--- config.mk ---
export PLATFORM = sky130hd
export DESIGN_NAME = rsc_reset_ctrl
export DESIGN_NICKNAME = d
export VERILOG_FILES = /design/src/rsc_pkg.sv /design/src/rsc_tmr_if.sv /design/src/rsc_reset_ctrl.sv /design/src/rsc_timer.sv
export SDC_FILE = /design/constraint.sdc
export NUM_CORES = 1
export LEC_CHECK = 0
export CORE_AREA = 2 2 76 78
export CTS_BUF_LIST = sky130_fd_sc_hd__clkbuf_8
export CTS_CLUSTER_DIAMETER = 50
export DETAILED_ROUTE_END_ITERATION = 7
export DIE_AREA = 0 0 78 80
export DONT_BUFFER_PORTS = 1
export GPL_ROUTABILITY_DRIVEN = 0
export PLACE_DENSITY = 0.67
export SYNTH_ARGS = -nofsm -noshare
export SYNTH_HDL_FRONTEND = slang
export SYNTH_SLANG_ARGS = --single-unit
--- constraint.sdc ---
create_clock -name clk_i -period 1.77 [get_ports clk_i]
set_clock_uncertainty 0.1 [all_clocks]
set_input_delay 0.177 -clock clk_i [delete_from_list [all_inputs] [get_ports clk_i]]
set_output_delay 0.177 -clock clk_i [all_outputs]
set_load 0.05 [all_outputs]
--- src/rsc_pkg.sv ---
`default_nettype none
// ==========================================================================
// Reset source controller shared constants
package rsc_pkg;

  // Clock rate and widths.
  localparam int unsigned CLK_MHZ = 250;
  localparam int          CFG_W   = 4;
  localparam int          ADDR_W  = 8;
  localparam int          DATA_W  = 32;
  localparam int          TMR_W   = 12;
  localparam int          STS_W   = 5;
  localparam int          EN_W    = 2;

  // Least time the board holds the power-on pin, in reference clock cycles.
  localparam int unsigned POR_MIN_REF_CYC = 16;

  // Hold times of the flows, in ns, and the cycle counts derived from them.
  localparam int unsigned POR_HOLD_NS   = 256;
  localparam int unsigned HARD_DRIVE_NS = 1024;
  localparam int unsigned SOFT_HOLD_NS  = 64;
  localparam logic [TMR_W-1:0] POR_HOLD_CYC =
    TMR_W'((POR_HOLD_NS * CLK_MHZ + 999) / 1000);
  localparam logic [TMR_W-1:0] HARD_DRIVE_CYC =
    TMR_W'((HARD_DRIVE_NS * CLK_MHZ + 999) / 1000);
  localparam logic [TMR_W-1:0] SOFT_HOLD_CYC =
    TMR_W'((SOFT_HOLD_NS * CLK_MHZ + 999) / 1000);

  // Register byte offsets.
  localparam logic [ADDR_W-1:0] REG_CTRL   = 8'h00;
  localparam logic [ADDR_W-1:0] REG_STATUS = 8'h04;
  localparam logic [ADDR_W-1:0] REG_CFG    = 8'h08;
  localparam logic [ADDR_W-1:0] REG_STATE  = 8'h0c;

  // Control fields and reset value.
  localparam int             CTRL_WDT_EN  = 0;
  localparam int             CTRL_BMON_EN = 1;
  localparam logic [EN_W-1:0] CTRL_RST_VAL = 2'h3;

  // Reset status fields.
  localparam int STS_POR      = 0;
  localparam int STS_HARD_EXT = 1;
  localparam int STS_WDT      = 2;
  localparam int STS_BMON     = 3;
  localparam int STS_TAP      = 4;

  // Flow states.
  typedef enum logic [2:0] {
    ST_IDLE        = 3'b000,
    ST_POR_ASSERT  = 3'b001,
    ST_POR_HOLD    = 3'b010,
    ST_HARD_DRIVE  = 3'b011,
    ST_HARD_WAIT   = 3'b100,
    ST_SOFT_ASSERT = 3'b101,
    ST_SOFT_HOLD   = 3'b110
  } rsc_state_t;

endpackage : rsc_pkg
`default_nettype wire

--- src/rsc_tmr_if.sv ---
`default_nettype none
// ==========================================================================
// Hold timer link between the flow machine and its down-counter
interface rsc_tmr_if;
  import rsc_pkg::*;
  logic             load;
  logic [TMR_W-1:0] count;
  logic             expired;
  modport ctl (output load, output count, input expired);
  modport tmr (input load, input count, output expired);
endinterface : rsc_tmr_if
`default_nettype wire
--- src/rsc_reset_ctrl.sv ---
`default_nettype none
module rsc_reset_ctrl (
  // Clock and reset.
  input  wire logic                  clk_i,
  input  wire logic                  rstn_i,
  // Board reset pins.
  input  wire logic                  power_on_reset_pin_n_i,
  input  wire logic                  hard_reset_pin_n_i,
  output var  logic                  hard_reset_pin_n_o,
  output var  logic                  hard_reset_pin_oe_o,
  // Configuration straps.
  input  wire logic [rsc_pkg::CFG_W-1:0] cfg_pins_i,
  output var  logic [rsc_pkg::CFG_W-1:0] cfg_o,
  // Internal reset sources.
  input  wire logic                  wdt_zero_i,
  input  wire logic                  bmon_zero_i,
  input  wire logic                  tap_boundary_i,
  // Source events.
  output var  logic                  wdt_event_o,
  output var  logic                  bmon_event_o,
  // Reset outputs.
  output var  logic                  system_pll_rst_o,
  output var  logic                  ext_core_rst_o,
  output var  logic                  periph_rst_o,
  output var  logic                  wdt_bmon_rst_o,
  output var  logic                  clock_stop_halt_rst_o,
  // Register port.
  input  wire logic [rsc_pkg::ADDR_W-1:0] addr_i,
  input  wire logic [rsc_pkg::DATA_W-1:0] wdata_i,
  input  wire logic                  we_i,
  input  wire logic                  re_i,
  output var  logic [rsc_pkg::DATA_W-1:0] rdata_o
);
  import rsc_pkg::*;

  // ========================================================================
  // State
  typedef struct packed {
    rsc_state_t        st;
    logic              por_m;
    logic              por_s;
    logic              hrst_m;
    logic              hrst_s;
    logic              tap_m;
    logic              tap_s;
    logic [CFG_W-1:0]  cfg_m;
    logic [CFG_W-1:0]  cfg_s;
    logic [CFG_W-1:0]  cfg;
    logic              wdt_prev;
    logic              bmon_prev;
    logic              wdt_ev;
    logic              bmon_ev;
    logic [EN_W-1:0]   en;
    logic [STS_W-1:0]  sts;
    logic [DATA_W-1:0] rdata;
    logic              pll_rst;
    logic              sys_rst;
    logic              drive;
  } rsc_ctrl_state_t;

  localparam rsc_ctrl_state_t RST_STATE = '{
    st: ST_POR_ASSERT, por_m: 1'b0, por_s: 1'b0, hrst_m: 1'b1, hrst_s: 1'b1,
    tap_m: 1'b0, tap_s: 1'b0, cfg_m: '0, cfg_s: '0, cfg: '0,
    wdt_prev: 1'b0, bmon_prev: 1'b0, wdt_ev: 1'b0, bmon_ev: 1'b0,
    en: CTRL_RST_VAL, sts: '0, rdata: '0,
    pll_rst: 1'b1, sys_rst: 1'b1, drive: 1'b1};

  rsc_ctrl_state_t q, d;
  logic [1:0]      rst_sync_q;
  logic            rst_n;
  logic            wdt_now;
  logic            bmon_now;
  logic            hard_cause;
  logic            start;
  logic [STS_W-1:0] cause;
  logic [STS_W-1:0] clr;

  rsc_tmr_if tmr_if ();

  // ========================================================================
  // Reset release
  // Assertion is immediate, release is delayed two edges to avoid metastability.
  always_ff @(posedge clk_i or negedge rstn_i) begin
    if (!rstn_i) begin
      rst_sync_q <= '0;
    end else begin
      rst_sync_q <= {rst_sync_q[0], 1'b1};
    end
  end
  assign rst_n = rst_sync_q[1];

  // ========================================================================
  // Hold timer
  rsc_timer u_timer (
    .clk_i  (clk_i),
    .rst_ni (rst_n),
    .tmr    (tmr_if.tmr)
  );

  // ========================================================================
  // Next state
  always_comb begin
    d = q;
    tmr_if.load  = 1'b0;
    tmr_if.count = '0;
    start = 1'b0;
    cause = '0;
    clr   = '0;
    d.rdata = '0;

    // Pins pass two flops; only the second stage is read by the logic.
    d.por_m  = power_on_reset_pin_n_i;
    d.por_s  = q.por_m;
    d.hrst_m = hard_reset_pin_n_i;
    d.hrst_s = q.hrst_m;
    d.tap_m  = tap_boundary_i;
    d.tap_s  = q.tap_m;
    d.cfg_m  = cfg_pins_i;
    d.cfg_s  = q.cfg_m;

    // Counts reaching zero are taken on the rising edge of the zero flag.
    wdt_now     = wdt_zero_i & ~q.wdt_prev;
    bmon_now    = bmon_zero_i & ~q.bmon_prev;
    d.wdt_prev  = wdt_zero_i;
    d.bmon_prev = bmon_zero_i;
    d.wdt_ev    = wdt_now;
    d.bmon_ev   = bmon_now;

    // Hard reset sources: the pin, or an enabled watchdog or monitor event.
    cause[STS_HARD_EXT] = ~q.hrst_s;
    cause[STS_WDT]      = wdt_now & q.en[CTRL_WDT_EN];
    cause[STS_BMON]     = bmon_now & q.en[CTRL_BMON_EN];
    hard_cause = |cause;
    cause[STS_TAP] = q.tap_s & ~hard_cause;

    // Register writes.
    if (we_i) begin
      unique case (addr_i)
        REG_CTRL:   d.en = wdata_i[EN_W-1:0];
        REG_STATUS: clr = wdata_i[STS_W-1:0];
        default:    ;
      endcase
    end

    // Register reads; unmapped offsets read zero.
    if (re_i) begin
      unique case (addr_i)
        REG_CTRL:   d.rdata = DATA_W'(q.en);
        REG_STATUS: d.rdata = DATA_W'(q.sts);
        REG_CFG:    d.rdata = DATA_W'(q.cfg);
        REG_STATE:  d.rdata = DATA_W'(q.st);
        default:    d.rdata = '0;
      endcase
    end

    unique case (q.st)
      ST_IDLE: begin
        if (hard_cause) begin
          d.st  = ST_HARD_DRIVE;
          start = 1'b1;
        end else if (q.tap_s) begin
          d.st  = ST_SOFT_ASSERT;
          start = 1'b1;
        end
      end
      ST_POR_ASSERT: begin
        // Straps are followed for as long as the pin is held.
        d.cfg = q.cfg_s;
        // The board keeps the pin low long enough for the PLL; we just follow it.
        if (q.por_s) begin
          d.st = ST_POR_HOLD;
          tmr_if.load  = 1'b1;
          tmr_if.count = POR_HOLD_CYC;
        end
      end
      ST_POR_HOLD: begin
        if (tmr_if.expired) begin
          d.st = ST_HARD_WAIT;
        end
      end
      ST_HARD_DRIVE: begin
        if (tmr_if.expired) begin
          d.st = ST_HARD_WAIT;
        end
      end
      ST_HARD_WAIT: begin
        // The board may keep the pin low after we let go.
        if (q.hrst_s) begin
          d.st = ST_IDLE;
        end
      end
      ST_SOFT_ASSERT, ST_SOFT_HOLD: begin
        // A hard cause escalates a soft flow, since it covers more.
        if (hard_cause) begin
          d.st  = ST_HARD_DRIVE;
          start = 1'b1;
        end else if (q.tap_s) begin
          d.st = ST_SOFT_ASSERT;
        end else if (q.st == ST_SOFT_ASSERT) begin
          d.st = ST_SOFT_HOLD;
          tmr_if.load  = 1'b1;
          tmr_if.count = SOFT_HOLD_CYC;
        end else if (tmr_if.expired) begin
          d.st = ST_IDLE;
        end
      end
      // The one unused code falls back to the widest flow rather than stall.
      default: begin
        d.st = ST_POR_ASSERT;
      end
    endcase

    // The power-on pin overrides any flow in progress.
    if (!q.por_s && q.st != ST_POR_ASSERT) begin
      d.st  = ST_POR_ASSERT;
      start = 1'b1;
      cause = '0;
      cause[STS_POR] = 1'b1;
    end

    // Timer load for a fresh hard flow.
    if (start && d.st == ST_HARD_DRIVE) begin
      tmr_if.load  = 1'b1;
      tmr_if.count = HARD_DRIVE_CYC;
    end

    // A new flow replaces the record, so a clear in that cycle cannot lose it.
    if (start) begin
      d.sts = cause;
    end else begin
      d.sts = q.sts & ~clr;
    end

    // Reset outputs are registered copies of the next state.
    d.pll_rst = (d.st == ST_POR_ASSERT) || (d.st == ST_POR_HOLD);
    d.sys_rst = (d.st != ST_IDLE);
    d.drive   = (d.st == ST_POR_ASSERT) || (d.st == ST_POR_HOLD) ||
                (d.st == ST_HARD_DRIVE);
  end

  always_ff @(posedge clk_i or negedge rst_n) begin
    if (!rst_n) begin
      q <= RST_STATE;
    end else begin
      q <= d;
    end
  end

  // ========================================================================
  // Outputs
  // The pin is only ever pulled low; high comes from the board pull-up.
  assign hard_reset_pin_n_o    = 1'b0;
  assign hard_reset_pin_oe_o   = q.drive;
  assign cfg_o                 = q.cfg;
  assign wdt_event_o           = q.wdt_ev;
  assign bmon_event_o          = q.bmon_ev;
  assign system_pll_rst_o      = q.pll_rst;
  assign ext_core_rst_o        = q.sys_rst;
  assign periph_rst_o          = q.sys_rst;
  assign wdt_bmon_rst_o        = q.sys_rst;
  assign clock_stop_halt_rst_o = q.sys_rst;
  assign rdata_o               = q.rdata;
endmodule : rsc_reset_ctrl
`default_nettype wire

--- src/rsc_timer.sv ---
`default_nettype none
// ==========================================================================
// Down-counter that times each hold phase
module rsc_timer (
  // Clock and reset.
  input  wire logic clk_i,
  input  wire logic rst_ni,
  // Load and expiry.
  rsc_tmr_if.tmr    tmr
);
  import rsc_pkg::*;

  typedef struct packed {
    logic [TMR_W-1:0] cnt;
  } rsc_tmr_state_t;

  rsc_tmr_state_t q, d;

  // A load wins over counting so a phase always gets its full length.
  always_comb begin
    d = q;
    if (tmr.load) begin
      d.cnt = tmr.count;
    end else if (q.cnt != '0) begin
      d.cnt = q.cnt - TMR_W'(1);
    end
  end

  always_ff @(posedge clk_i or negedge rst_ni) begin
    if (!rst_ni) begin
      q <= '0;
    end else begin
      q <= d;
    end
  end

  // Expiry is decoded from the count register.
  assign tmr.expired = (q.cnt == '0);

endmodule : rsc_timer
`default_nettype wire

# Yosys cells after proc, flatten, opt, wreduce, memory -nomap -nowiden
# Index checks and enable logic that the tools add are counted.
# classes
addsub	1
n_reduce_logical	15
n_eq_ne	13
n_bitwise	11
n_mux	36
# ops
operator	n
5-bit 2-to-1 mux	8
12-bit 2-to-1 mux	3
3-bit 2-to-1 mux	10
5-bit one-hot mux with 4 select lines	1
8-bit by 4-bit == test with 1-bit output (second input constant)	2
3-bit one-hot mux with 5 select lines	1
7-bit one-hot mux with 2 select lines	1
3-bit by 2-bit == test with 1-bit output (second input constant)	4
12-bit zero test	1
12-bit nonzero test	1
12-bit by 1-bit subtractor with 12-bit output (second input constant)	1
3-bit == test (second input constant)	3
1-bit 2-to-1 mux	9
8-bit by 3-bit == test with 1-bit output (second input constant)	1
8-bit zero test	1
7-bit 2-to-1 mux	1
3-bit by 1-bit == test with 1-bit output (second input constant)	2
1-bit AND	5
5-bit AND	1
5-bit NOT	1
1-bit NOT	4
1-bit one-hot mux with 2 select lines	2
2-bit OR reduction	2
3-bit zero test	1
other kinds (8)	10
# word_totals
out_inout_bits	45
inputBits	53
register_bits	81
elab_cells	98

# Depth between registers and ports, before layout
# Gate-level depths: netlist of the first run.
# logic_depth
depth_word	11
mapped_depth	9
ltp_nobuf	8

# By module
# Synthesis of the first run repeated with hierarchy kept, for this count alone.
# hier_totals
hier_cells	256
area_unflattened_um2	2788.9
# by_module_without_submodules
module	area_per_inst_um2	n_inst	seq_area_each_um2	cells_per_inst
rsc_reset_ctrl	2040.7	1	1061.0	179
rsc_timer	748.2	1	300.3	77

# Least setup slack after synthesis of the first run
# No wires, ideal clock.
# synth_path
path_type	reg2reg
startpoint	reg u_timer.q[0] in the netlist's numbering
endpoint	reg u_timer.q[1] in the netlist's numbering
synth_period_minus_slack_ns	1.945
setup_time_ns	0.087
arrival_time_ns	1.758
stages_incl_launch_ff	10
slack_ns	-0.175
t_required_ns	1.583
path_buffers	1
path_cell_list	dfrtp_1 > inv_1 > ha_1 > nor2b_1 > nand4_1 > a211oi_2 > o22ai_2 > a21o_1 > buf_6 > a211oi_2
# synth_rtl
item	line	text
start: declaration	rsc_timer.sv:17	rsc_tmr_state_t q, d;
start signal: assignment	rsc_timer.sv:31	q <= '0;
start signal: assignment	rsc_timer.sv:33	q <= d;

==> impl_metrics.py, run 1 <==
metrics = {
    "placed_design": {
        "hpwl_um": 3420,
        "port_buffers": 0,
        "dp_cells": 343,
    },
    "layout": {
        "antenna_cells": 0,
        "finalNetCount": 368,
        "drive_gt1_frac": 0.427,
        "area_growth_pct": 31.2,
        "fin_cells": 386,
    },
    "power_and_ir_drop": {
        "p_sw_frac": 0.396,
        "switchingPower_uw": 2060,
        "power_uw": 5210,
        "power_frac_comb": 0.466,
        "leakagePower_uw": 0.00157,
        "peakVddDrop_mv": 0.682,
        "powerDensity_mw_per_mm2": 1490,
        "p_seq_frac": 0.367,
        "p_int_uw": 3140,
        "pwr-share-clk": 0.167,
    },
    "floorplan": {
        "die_h_um": 80,
        "core_mm2": 0.00541,
        "die-width_um": 78,
        "initial_core_util": 0.493,
        "rows": 27,
        "fp.dieArea_mm2": 0.00624,
        "ios": 98,
    },
    "hold_path": {
        "min_path_type": "flip-flop to asynchronous set/reset pin",
    },
    "yosys": {
        "yosys-top-cells-area": "dfrtp_1, buf_4, dfstp_2",
        "synth_area_leader_cell": "dfrtp_1",
        "synth_area_mm2": 0.00266,
        "ys_top_cells_by_count": "dfrtp_1, buf_4, nor2_1, nand2_1, nor2b_1",
        "synth_cell_type_count": 48,
        "ys_warn_count": 0,
        "synth_cells": 249,
        "yosysMostFrequentCell": "dfrtp_1",
        "syn_avg_cell_area_um2": 10.7,
        "synth_edf_count": 0,
        "ys_seq_area_frac": 0.511,
        "synth_top_area_frac": 0.432,
        "synthArstFlopShare": 1.00,
        "ys.flop_type": "dfrtp_1",
        "synth_seq_cells": 54,
    },
    "setup_path": {
        "crit_path_max_incr_delay_ns": 0.63,
        "rrSetupSlack_ns": -0.25,
        "path_depth": 7,
        "worstSetupPathType": "flip-flop to flip-flop",
        "crit_chain": "xnor2_1, nor3_1, o21ai_0, o22ai_2, buf_6, nand2_4, a21boi_2",
        "startpoint_type": "flip-flop",
        "reg2reg_from": "q[64]$_DFF_PN1_",
        "r2r_end": "u_timer.q[6]$_DFFE_PN0P_",
        "critPathTopFamily": "flip-flops",
        "worstRegToRegCells": 7,
        "path_max_fanout": 6,
        "cp-endpoint": "u_timer.q[6]$_DFFE_PN0P_",
        "crit_arrival_ns": 2.13,
        "required_ns": 1.88,
        "startpoint": "q[64]$_DFF_PN1_",
        "worst_setup_path_end_kind": "flip-flop",
        "path_buf_inv": 1,
        "critPathSlowestCell": "dfstp_2",
    },
    "timing": {
        "worst_slack_ns": -0.247,
        "final_hold_viol_count": 0,
        "tightest_slew_ns": 0.517,
        "fin_crit_sh": 1.14,
        "setup_violations": 20,
        "worst_hold_slack_ns": 0.00215,
        "slew_headroom": 0.651,
        "fmax_mhz": 496,
        "slew_viol_final": 0,
        "rsz0062_at_grt": "true",
        "fin_crit_ns": 2.02,
    },
    "route": {
        "first_pass_iters": 5,
        "drtIter0Drc": 146,
        "viasPerCell": 5.14,
        "drtAntennaViolNets": 0,
        "wl_per_cell_um": 15.1,
        "drt-total-wl_um": 5820,
        "drc": 0,
        "vias": 1985,
    },
    "clocking": {
        "cts_tree": "yes",
        "clk_pin_slew_worst_paths_ns": 0.10,
        "clk_latency_ns": 0.31,
        "cts_buffers": 5,
        "cts-root-buf": "clkbuf_8",
        "h-tree-depth": 2,
        "cts.sinks": 54,
        "cts.path.max_buffers": 2,
    },
    "grt": {
        "grt_pass1_wl_um": 8490,
        "track_usage": 0.174,
        "overflow": 0,
        "antenna_found_initial": 0,
        "grt_pass1_vias": 1809,
        "grt_start_max_net_pins": 47,
    },
    "job": {
        "cap_violations": 0,
    },
    "outcome": {
        "status": "complete, but fails checks",
        "violations": "setup timing",
    },
}
==> registers in the layout (all words and copies together), names as in the netlist <==
name / flops
system_pll_rst_o: 1
d: 7
hard_reset_pin_oe_o: 1
cfg_o: 4
bmon_event_o: 1
clock_stop_halt_rst_o: 1
q: 19
wdt_event_o: 1
u_timer.q: 12
rst_sync_q: 2
rdata_o: 5
==> per-layer routing <==
| metal | GRT usage | up-vias | share of wire |
|---|---|---|---|
| li1 | - | 902 | - |
| met1 | 0.232 | 979 | 0.42 |
| met3 | 0.0351 | 18 | 0.048 |
| met2 | 0.282 | 86 | 0.51 |
| met4 | 0.0632 | 0 | 0.026 |
| met5 | 0 | - | 0 |
==> cells in the final DEF, fill, tap and decap left out, drive strengths merged, types with 2 or more instances in the layout <==
| master | instances |
|---|---|
| xnor2 | 6 |
| dfrtp | 46 |
| nor2b | 9 |
| mux4 | 2 |
| nand3b | 3 |
| nor3 | 9 |
| a21o | 2 |
| and2 | 4 |
| a21oi | 5 |
| o311ai | 2 |
| nand4 | 3 |
| o21ai | 5 |
| a22oi | 4 |
| nand2 | 17 |
| a31oi | 3 |
| nand3 | 7 |
| buf | 58 |
| clkbuf | 5 |
| a211oi | 2 |
| or3 | 3 |
| o22ai | 3 |
| inv | 7 |
| ha | 2 |
| dlygate4sd3 | 18 |
| xor2 | 4 |
| conb | 29 |
| nor2 | 27 |
| mux2 | 8 |
| dfstp | 8 |
==> worst register-to-register path, cell delays in order, from the launching register on <==
cell and delay, ns:
dfstp_2 0.63, xnor2_1 0.08, nor3_1 0.26, o21ai_0 0.20, o22ai_2 0.25, buf_6 0.20, nand2_4 0.06, a21boi_2 0.15
==> final cells by class <==
type	instances	area (um2)
multi-input cells	170	1240
inverters	6	22.5
repair buffers	76	659
fillers	395	1910
clock inverters	3	48.8
clock buffers	5	68.8
flip-flops and latches	54	1360
well taps	72	90.1
==> per-stage QoR <==
step	area, um2	util	setup slack [ns]	TNS (ns)
after global placement	2850	0.528	-0.144	-1.37
after detailed placement	2850	0.528	-0.240	-2.97
after global routing	3490	0.646	-0.318	-4.51
after CTS	3270	0.605	-0.188	-2.12
final	3490	0.646	-0.247	-3.18
after floorplan	2780	-	-0.108	-0.632
==> kinds of logic (layout without fill, tap and decap cells) <==
| logic type | after synthesis | count (layout) | share of synthesized area |
|---|---|---|---|
| DFF | 54 | 54 | 0.511 |
| adders and majority gates | 2 | 2 | 0.00940 |
| buffers and inverters | 53 | 90 | 0.138 |
| muxes | 10 | 10 | 0.0508 |
| and+or+nand+nor | 88 | 88 | 0.171 |
| other | 2 | 29 | 0.00282 |
| xor gates and xnor gates | 10 | 10 | 0.0329 |
| AOI/OAI and AO/OA | 30 | 31 | 0.0846 |
==> timing repair <==
item / CTS / global route
endpoints found under the hold margin: 21 / 0
cloned: 0 / 1
pin swaps: 8 / 12
endpoints found under the setup margin: 22 / 26
gates resized for setup: 27 / 29
setup buffers: 6 / 10
hold buffers: 18 / 0
==> power groups by stage <==
stage          logic (uW)  clock network, uW  registers [uW]
2_1_floorplan        1400                  0            1820
5_1_grt              2590                927            1940
3_5_place_dp         1770                  0            1910
6_report             2430                867            1910
3_3_place_gp         1740                  0            1900
4_1_cts              2030                890            1880
==> worst min-delay path by stage <==
stage	to	slack (ns)	depth (start not counted)
finish	d[62]$_DFF_PN0_	0.002	0
global route	rdata_o[0]$_DFF_PN0_	0.02	2
CTS	q[36]$_DFF_PN0_	0.001	3
detailed placement	rst_sync_q[1]$_DFF_PN0_	-0.22	0
global placement	rst_sync_q[0]$_DFF_PN0_	-0.22	0
floorplan	rst_sync_q[0]$_DFF_PN0_	-0.22	0
Note: power is estimated with default switching activity, not from simulation.
==> run 2: changes to the inputs <==
- CORE_AREA: 2 2 76 78 -> 3 3 77 79
- DIE_AREA: 0 0 78 80 -> 0 0 80 82
- PLACE_DENSITY: 0.67 -> default
- clock period: 1.77 -> 2 ns (I/O delays scaled with it)
==> impl_metrics.py, run 2 (same netlist as run 1, synthesis figures left out) <==
metrics = {
    "floorplan": {
        "die-width_um": 80,
        "die_h_um": 82,
        "fp.dieArea_mm2": 0.00656,
        "core_mm2": 0.00541,
        "rows": 27,
        "ios": 98,
        "initial_core_util": 0.493,
    },
    "setup_path": {
        "worstSetupPathType": "flip-flop to flip-flop",
        "required_ns": 2.10,
        "worst_setup_path_end_kind": "flip-flop",
        "crit_arrival_ns": 2.03,
        "startpoint_type": "flip-flop",
        "path_max_fanout": 11,
    },
    "route": {
        "first_pass_iters": 4,
        "drc": 0,
        "drt-total-wl_um": 4700,
        "viasPerCell": 4.83,
        "vias": 1696,
        "drtAntennaViolNets": 0,
        "drtIter0Drc": 87,
        "wl_per_cell_um": 13.4,
    },
    "timing": {
        "fin_crit_ns": 1.93,
        "final_hold_viol_count": 0,
        "worst_slack_ns": 0.0665,
        "rsz0062_at_grt": "true",
        "slew_headroom": 0.639,
        "fmax_mhz": 517,
        "tightest_slew_ns": 0.542,
        "setup_violations": 0,
        "fin_crit_sh": 0.967,
        "tns_ns": 0,
        "slew_viol_final": 0,
    },
    "job": {
        "cap_violations": 0,
    },
    "power_and_ir_drop": {
        "peakVddDrop_mv": 0.472,
        "powerDensity_mw_per_mm2": 1270,
        "leakagePower_uw": 0.00135,
    },
    "placed_design": {
        "port_buffers": 0,
        "pre_cts_ws_ns": -0.0705,
        "hpwl_um": 3410,
    },
    "layout": {
        "final_common_cell": "dfrtp_1",
        "area_growth_pct": 14.4,
        "antenna_cells": 0,
        "finalNetCount": 333,
        "drive_gt1_frac": 0.276,
        "seqCellArea_mm2": 0.00136,
        "mostFrequentLayoutCells": "dfrtp_1, conb_1, nor2_1",
        "multi_input_area_mm2": 0.00110,
        "fillers": 490,
        "largest_register": "q",
        "largest_reg_flops": 19,
    },
    "clocking": {
        "cts.sinks": 54,
        "clk_pin_slew_worst_paths_ns": 0.10,
        "cts.path.max_buffers": 2,
        "cts_buffers": 5,
        "cts_tree": "yes",
        "cts-root-buf": "clkbuf_8",
        "clk_latency_ns": 0.30,
        "h-tree-depth": 2,
    },
    "grt": {
        "track_usage": 0.150,
        "grt_pass1_vias": 1632,
        "antenna_found_initial": 0,
        "overflow": 0,
        "grt_pass1_wl_um": 7720,
        "grt_start_max_net_pins": 22,
    },
    "outcome": {
        "status": "finished clean",
    },
    "hold_path": {
        "min_path_type": "input port to flip-flop",
    },
}
run 2: per-layer routing:
layer / vias up / track usage / share of wire / routed length (um)
met5: - / 0 / 0 / 0
met4: 0 / 0.0422 / 0.0094 / 44
met3: 4 / 0.0307 / 0.047 / 220
met2: 46 / 0.238 / 0.47 / 2210
met1: 810 / 0.211 / 0.47 / 2230
li1: 836 / - / - / -
run 2: layout make-up:
cell class                 count  area share
tap                           72      0.0296
timing repair buffer          41       0.122
clock inverter                 3     0.00945
sequential                    54       0.448
clock buffer                   5      0.0226
multi-input combinational    170       0.361
inverter                       6     0.00739
run 2: power breakdown:
part           total (uW)  internal [uW]  switching, uW
Combinational        1440            686            754
Sequential           1780           1340            439
Clock                 646            263            383
Total                3870           2290           1580
run 2: worst paths after layout:
kind | from | end | slack [ns] | cells past startpoint
worst max-delay path | q[64]$_DFF_PN1_ | u_timer.q[6]$_DFFE_PN0P_ | 0.07 | 7
worst max register to register | q[64]$_DFF_PN1_ | u_timer.q[6]$_DFFE_PN0P_ | 0.07 | 7
min in group asynchronous | rst_sync_q[1]$_DFF_PN0_ | q[51]$_DFF_PN0_ | 0.10 | 0
worst min-delay path | wdata_i[3] | q[38]$_DFF_PN0_ | 0.02 | 3
worst min register to register | rst_sync_q[1]$_DFF_PN0_ | q[51]$_DFF_PN0_ | 0.10 | 0
max in group asynchronous | rst_sync_q[1]$_DFF_PN0_ | q[41]$_DFFE_PN1P_ | 1.08 | 1
run 2: per-stage QoR:
stage	total power (uW)	area, um2	hold slack [ns]	cells	utilization
2_1_floorplan	2830	2760	-0.196	276	-
3_3_place_gp	3070	2710	-0.196	324	0.501
3_5_place_dp	3090	2710	-0.196	324	0.501
4_1_cts	3800	2990	0.0111	349	0.553
5_1_grt	4130	3050	0.0165	351	0.564
6_report	3870	3050	0.0173	351	0.564
run 2: worst max-delay path, cell delays in order, from the launching register on:
cell and delay [ns]:
dfstp_2 0.66, nor2b_1 0.24, and2_1 0.19, a211oi_2 0.05, o22ai_2 0.20, buf_4 0.19
nand2_1 0.07, a21boi_1 0.14
run 2: what timing repair did:
item / 4_1_cts / 5_1_grt
hold buffers: 16 / 0
buffers inserted: 1 / 1
cloned: 0 / 1
gates resized for setup: 4 / 13
hold endpoints to repair: 19 / 0
pin swaps: 0 / 9
setup endpoints to repair: 4 / 16
==> run 3: changes to the inputs <==
- CAP_MARGIN: default -> 20
- CORE_AREA: 3 3 77 79 -> 2 2 76 78
- DIE_AREA: 0 0 80 82 -> 0 0 78 80
- clock period: 2 -> 1.9 ns (I/O delays scaled with it)
==> impl_metrics.py, run 3 (same netlist as run 1, synthesis figures left out) <==
metrics = {
    "placed_design": {
        "pre_cts_ws_ns": -0.161,
        "hpwl_um": 3220,
        "dp_cells": 332,
        "port_buffers": 0,
    },
    "power_and_ir_drop": {
        "peakVddDrop_mv": 0.597,
        "leakagePower_uw": 0.00142,
        "p_seq_frac": 0.418,
        "power_frac_comb": 0.421,
        "p_int_uw": 2520,
        "powerDensity_mw_per_mm2": 1330,
        "switchingPower_uw": 1710,
        "pwr-share-clk": 0.161,
        "p_sw_frac": 0.404,
    },
    "floorplan": {
        "rows": 27,
        "core_mm2": 0.00541,
        "ios": 98,
        "fp.dieArea_mm2": 0.00624,
        "die_h_um": 80,
        "die-width_um": 78,
        "initial_core_util": 0.493,
    },
    "clocking": {
        "cts.path.max_buffers": 2,
        "clk_latency_ns": 0.31,
        "clk_pin_slew_worst_paths_ns": 0.10,
        "cts_tree": "yes",
        "cts-root-buf": "clkbuf_8",
        "h-tree-depth": 2,
        "cts.sinks": 54,
        "cts_buffers": 5,
    },
    "outcome": {
        "violations": "setup timing",
        "status": "complete, but fails checks",
    },
    "timing": {
        "slew_viol_final": 0,
        "setup_violations": 13,
        "fin_crit_ns": 1.97,
        "fin_crit_sh": 1.04,
        "rsz0062_at_grt": "true",
        "final_hold_viol_count": 0,
        "tightest_slew_ns": 0.555,
        "slew_headroom": 0.629,
        "fmax_mhz": 507,
        "worst_slack_ns": -0.0726,
        "tns_ns": -0.446,
    },
    "hold_path": {
        "hold_depth": 3,
        "worst_hold_path.endpoint": "q[37]$_DFF_PN0_",
        "min_path_type": "input port to flip-flop",
        "hold_start": "wdata_i[2]",
    },
    "layout": {
        "largest_register": "q",
        "antenna_cells": 0,
        "fin_cells": 364,
        "final_common_cell": "dfrtp_1",
        "largest_reg_flops": 19,
        "drive_gt1_frac": 0.325,
        "fillers": 465,
        "post-route-util": 0.589,
        "finalNetCount": 346,
        "mostFrequentLayoutCells": "dfrtp_1, buf_4, conb_1",
        "area_growth_pct": 19.5,
    },
    "grt": {
        "grt_pass1_vias": 1735,
        "track_usage": 0.167,
        "grt_start_max_net_pins": 48,
        "overflow": 0,
        "grt_pass1_wl_um": 8110,
        "met3_usage": 0.0407,
        "antenna_found_initial": 0,
        "use_met2": 0.260,
        "grt_busiest_layer": "met2",
        "gr-usage-met1": 0.229,
    },
    "route": {
        "viasPerCell": 4.88,
        "wl_per_cell_um": 13.2,
        "drt-total-wl_um": 4790,
        "vias": 1776,
        "drtIter0Drc": 204,
        "first_pass_iters": 4,
        "drc": 0,
        "drtAntennaViolNets": 0,
    },
    "setup_path": {
        "worstSetupPathType": "flip-flop to flip-flop",
        "path_max_fanout": 5,
        "r2r_end": "u_timer.q[1]$_DFFE_PN0P_",
        "worstRegToRegCells": 8,
        "reg2reg_from": "u_timer.q[0]$_DFFE_PN0P_",
        "crit_arrival_ns": 2.11,
        "worst_setup_path_end_kind": "flip-flop",
        "rrSetupSlack_ns": -0.07,
        "required_ns": 2.04,
        "startpoint_type": "flip-flop",
    },
    "job": {
        "cap_violations": 0,
    },
}
-- run 3: area by class of cell --
type                       count  area [um2]  share of cell area
multi-input combinational    170        1130               0.354
tap                           72        90.1              0.0283
inverter                       6        22.5             0.00708
sequential                    54        1360               0.428
timing repair buffer          54         482               0.151
clock inverter                 3        28.8             0.00904
clock buffer                   5        68.8              0.0216
-- run 3: per-stage QoR --
step	hold slack, ns	instance area [um2]	total power, uW
floorplan	-0.206	2770	2990
global placement	-0.206	2770	3320
detailed placement	-0.206	2770	3340
CTS	0.00224	3140	4190
global route	0.0112	3180	4510
finish	0.00816	3180	4230
-- run 3: power by group through the flow --
stage | sequential [uW] | clock [uW] | combinational [uW]
global route | 1800 | 754 | 1960
floorplan | 1700 | 0 | 1290
finish | 1770 | 679 | 1780
detailed placement | 1780 | 0 | 1560
global placement | 1780 | 0 | 1540
CTS | 1760 | 709 | 1720
-- run 3: worst max path at each step --
stage,from,slack (ns),depth (start not counted),to
after global placement,u_timer.q[0]$_DFFE_PN0P_,-0.15,8,u_timer.q[1]$_DFFE_PN0P_
after floorplan,q[64]$_DFF_PN1_,0.02,8,u_timer.q[1]$_DFFE_PN0P_
after global routing,u_timer.q[0]$_DFFE_PN0P_,-0.21,8,u_timer.q[1]$_DFFE_PN0P_
after detailed placement,u_timer.q[0]$_DFFE_PN0P_,-0.16,8,u_timer.q[1]$_DFFE_PN0P_
after CTS,u_timer.q[0]$_DFFE_PN0P_,-0.06,8,u_timer.q[1]$_DFFE_PN0P_
final,u_timer.q[0]$_DFFE_PN0P_,-0.07,8,u_timer.q[1]$_DFFE_PN0P_
-- run 3: per-layer routing --
metal,vias up,wire length [um]
met5,-,0
met4,0,40
met3,4,187
met2,42,2330
met1,873,2230
li1,857,-
-- run 3: repair_timing --
| action | CTS | global route |
|---|---|---|
| resized for setup | 15 | 12 |
| buffers inserted | 4 | 0 |
| hold buffers | 19 | 0 |
| cloned | 1 | 0 |
| pin swaps | 12 | 2 |
| endpoints found under the hold margin | 23 | 0 |
| setup endpoints to repair | 16 | 26 |
-- run 3: worst max-delay path, cell delays in order, from the launching register on --
cell,delay [ns]
dfrtp_1,0.41
inv_2,0.09
ha_4,0.12
nor2b_4,0.14
nand4_1,0.20
a211oi_2,0.30
o22ai_2,0.14
a21o_4,0.28
a211oi_2,0.13
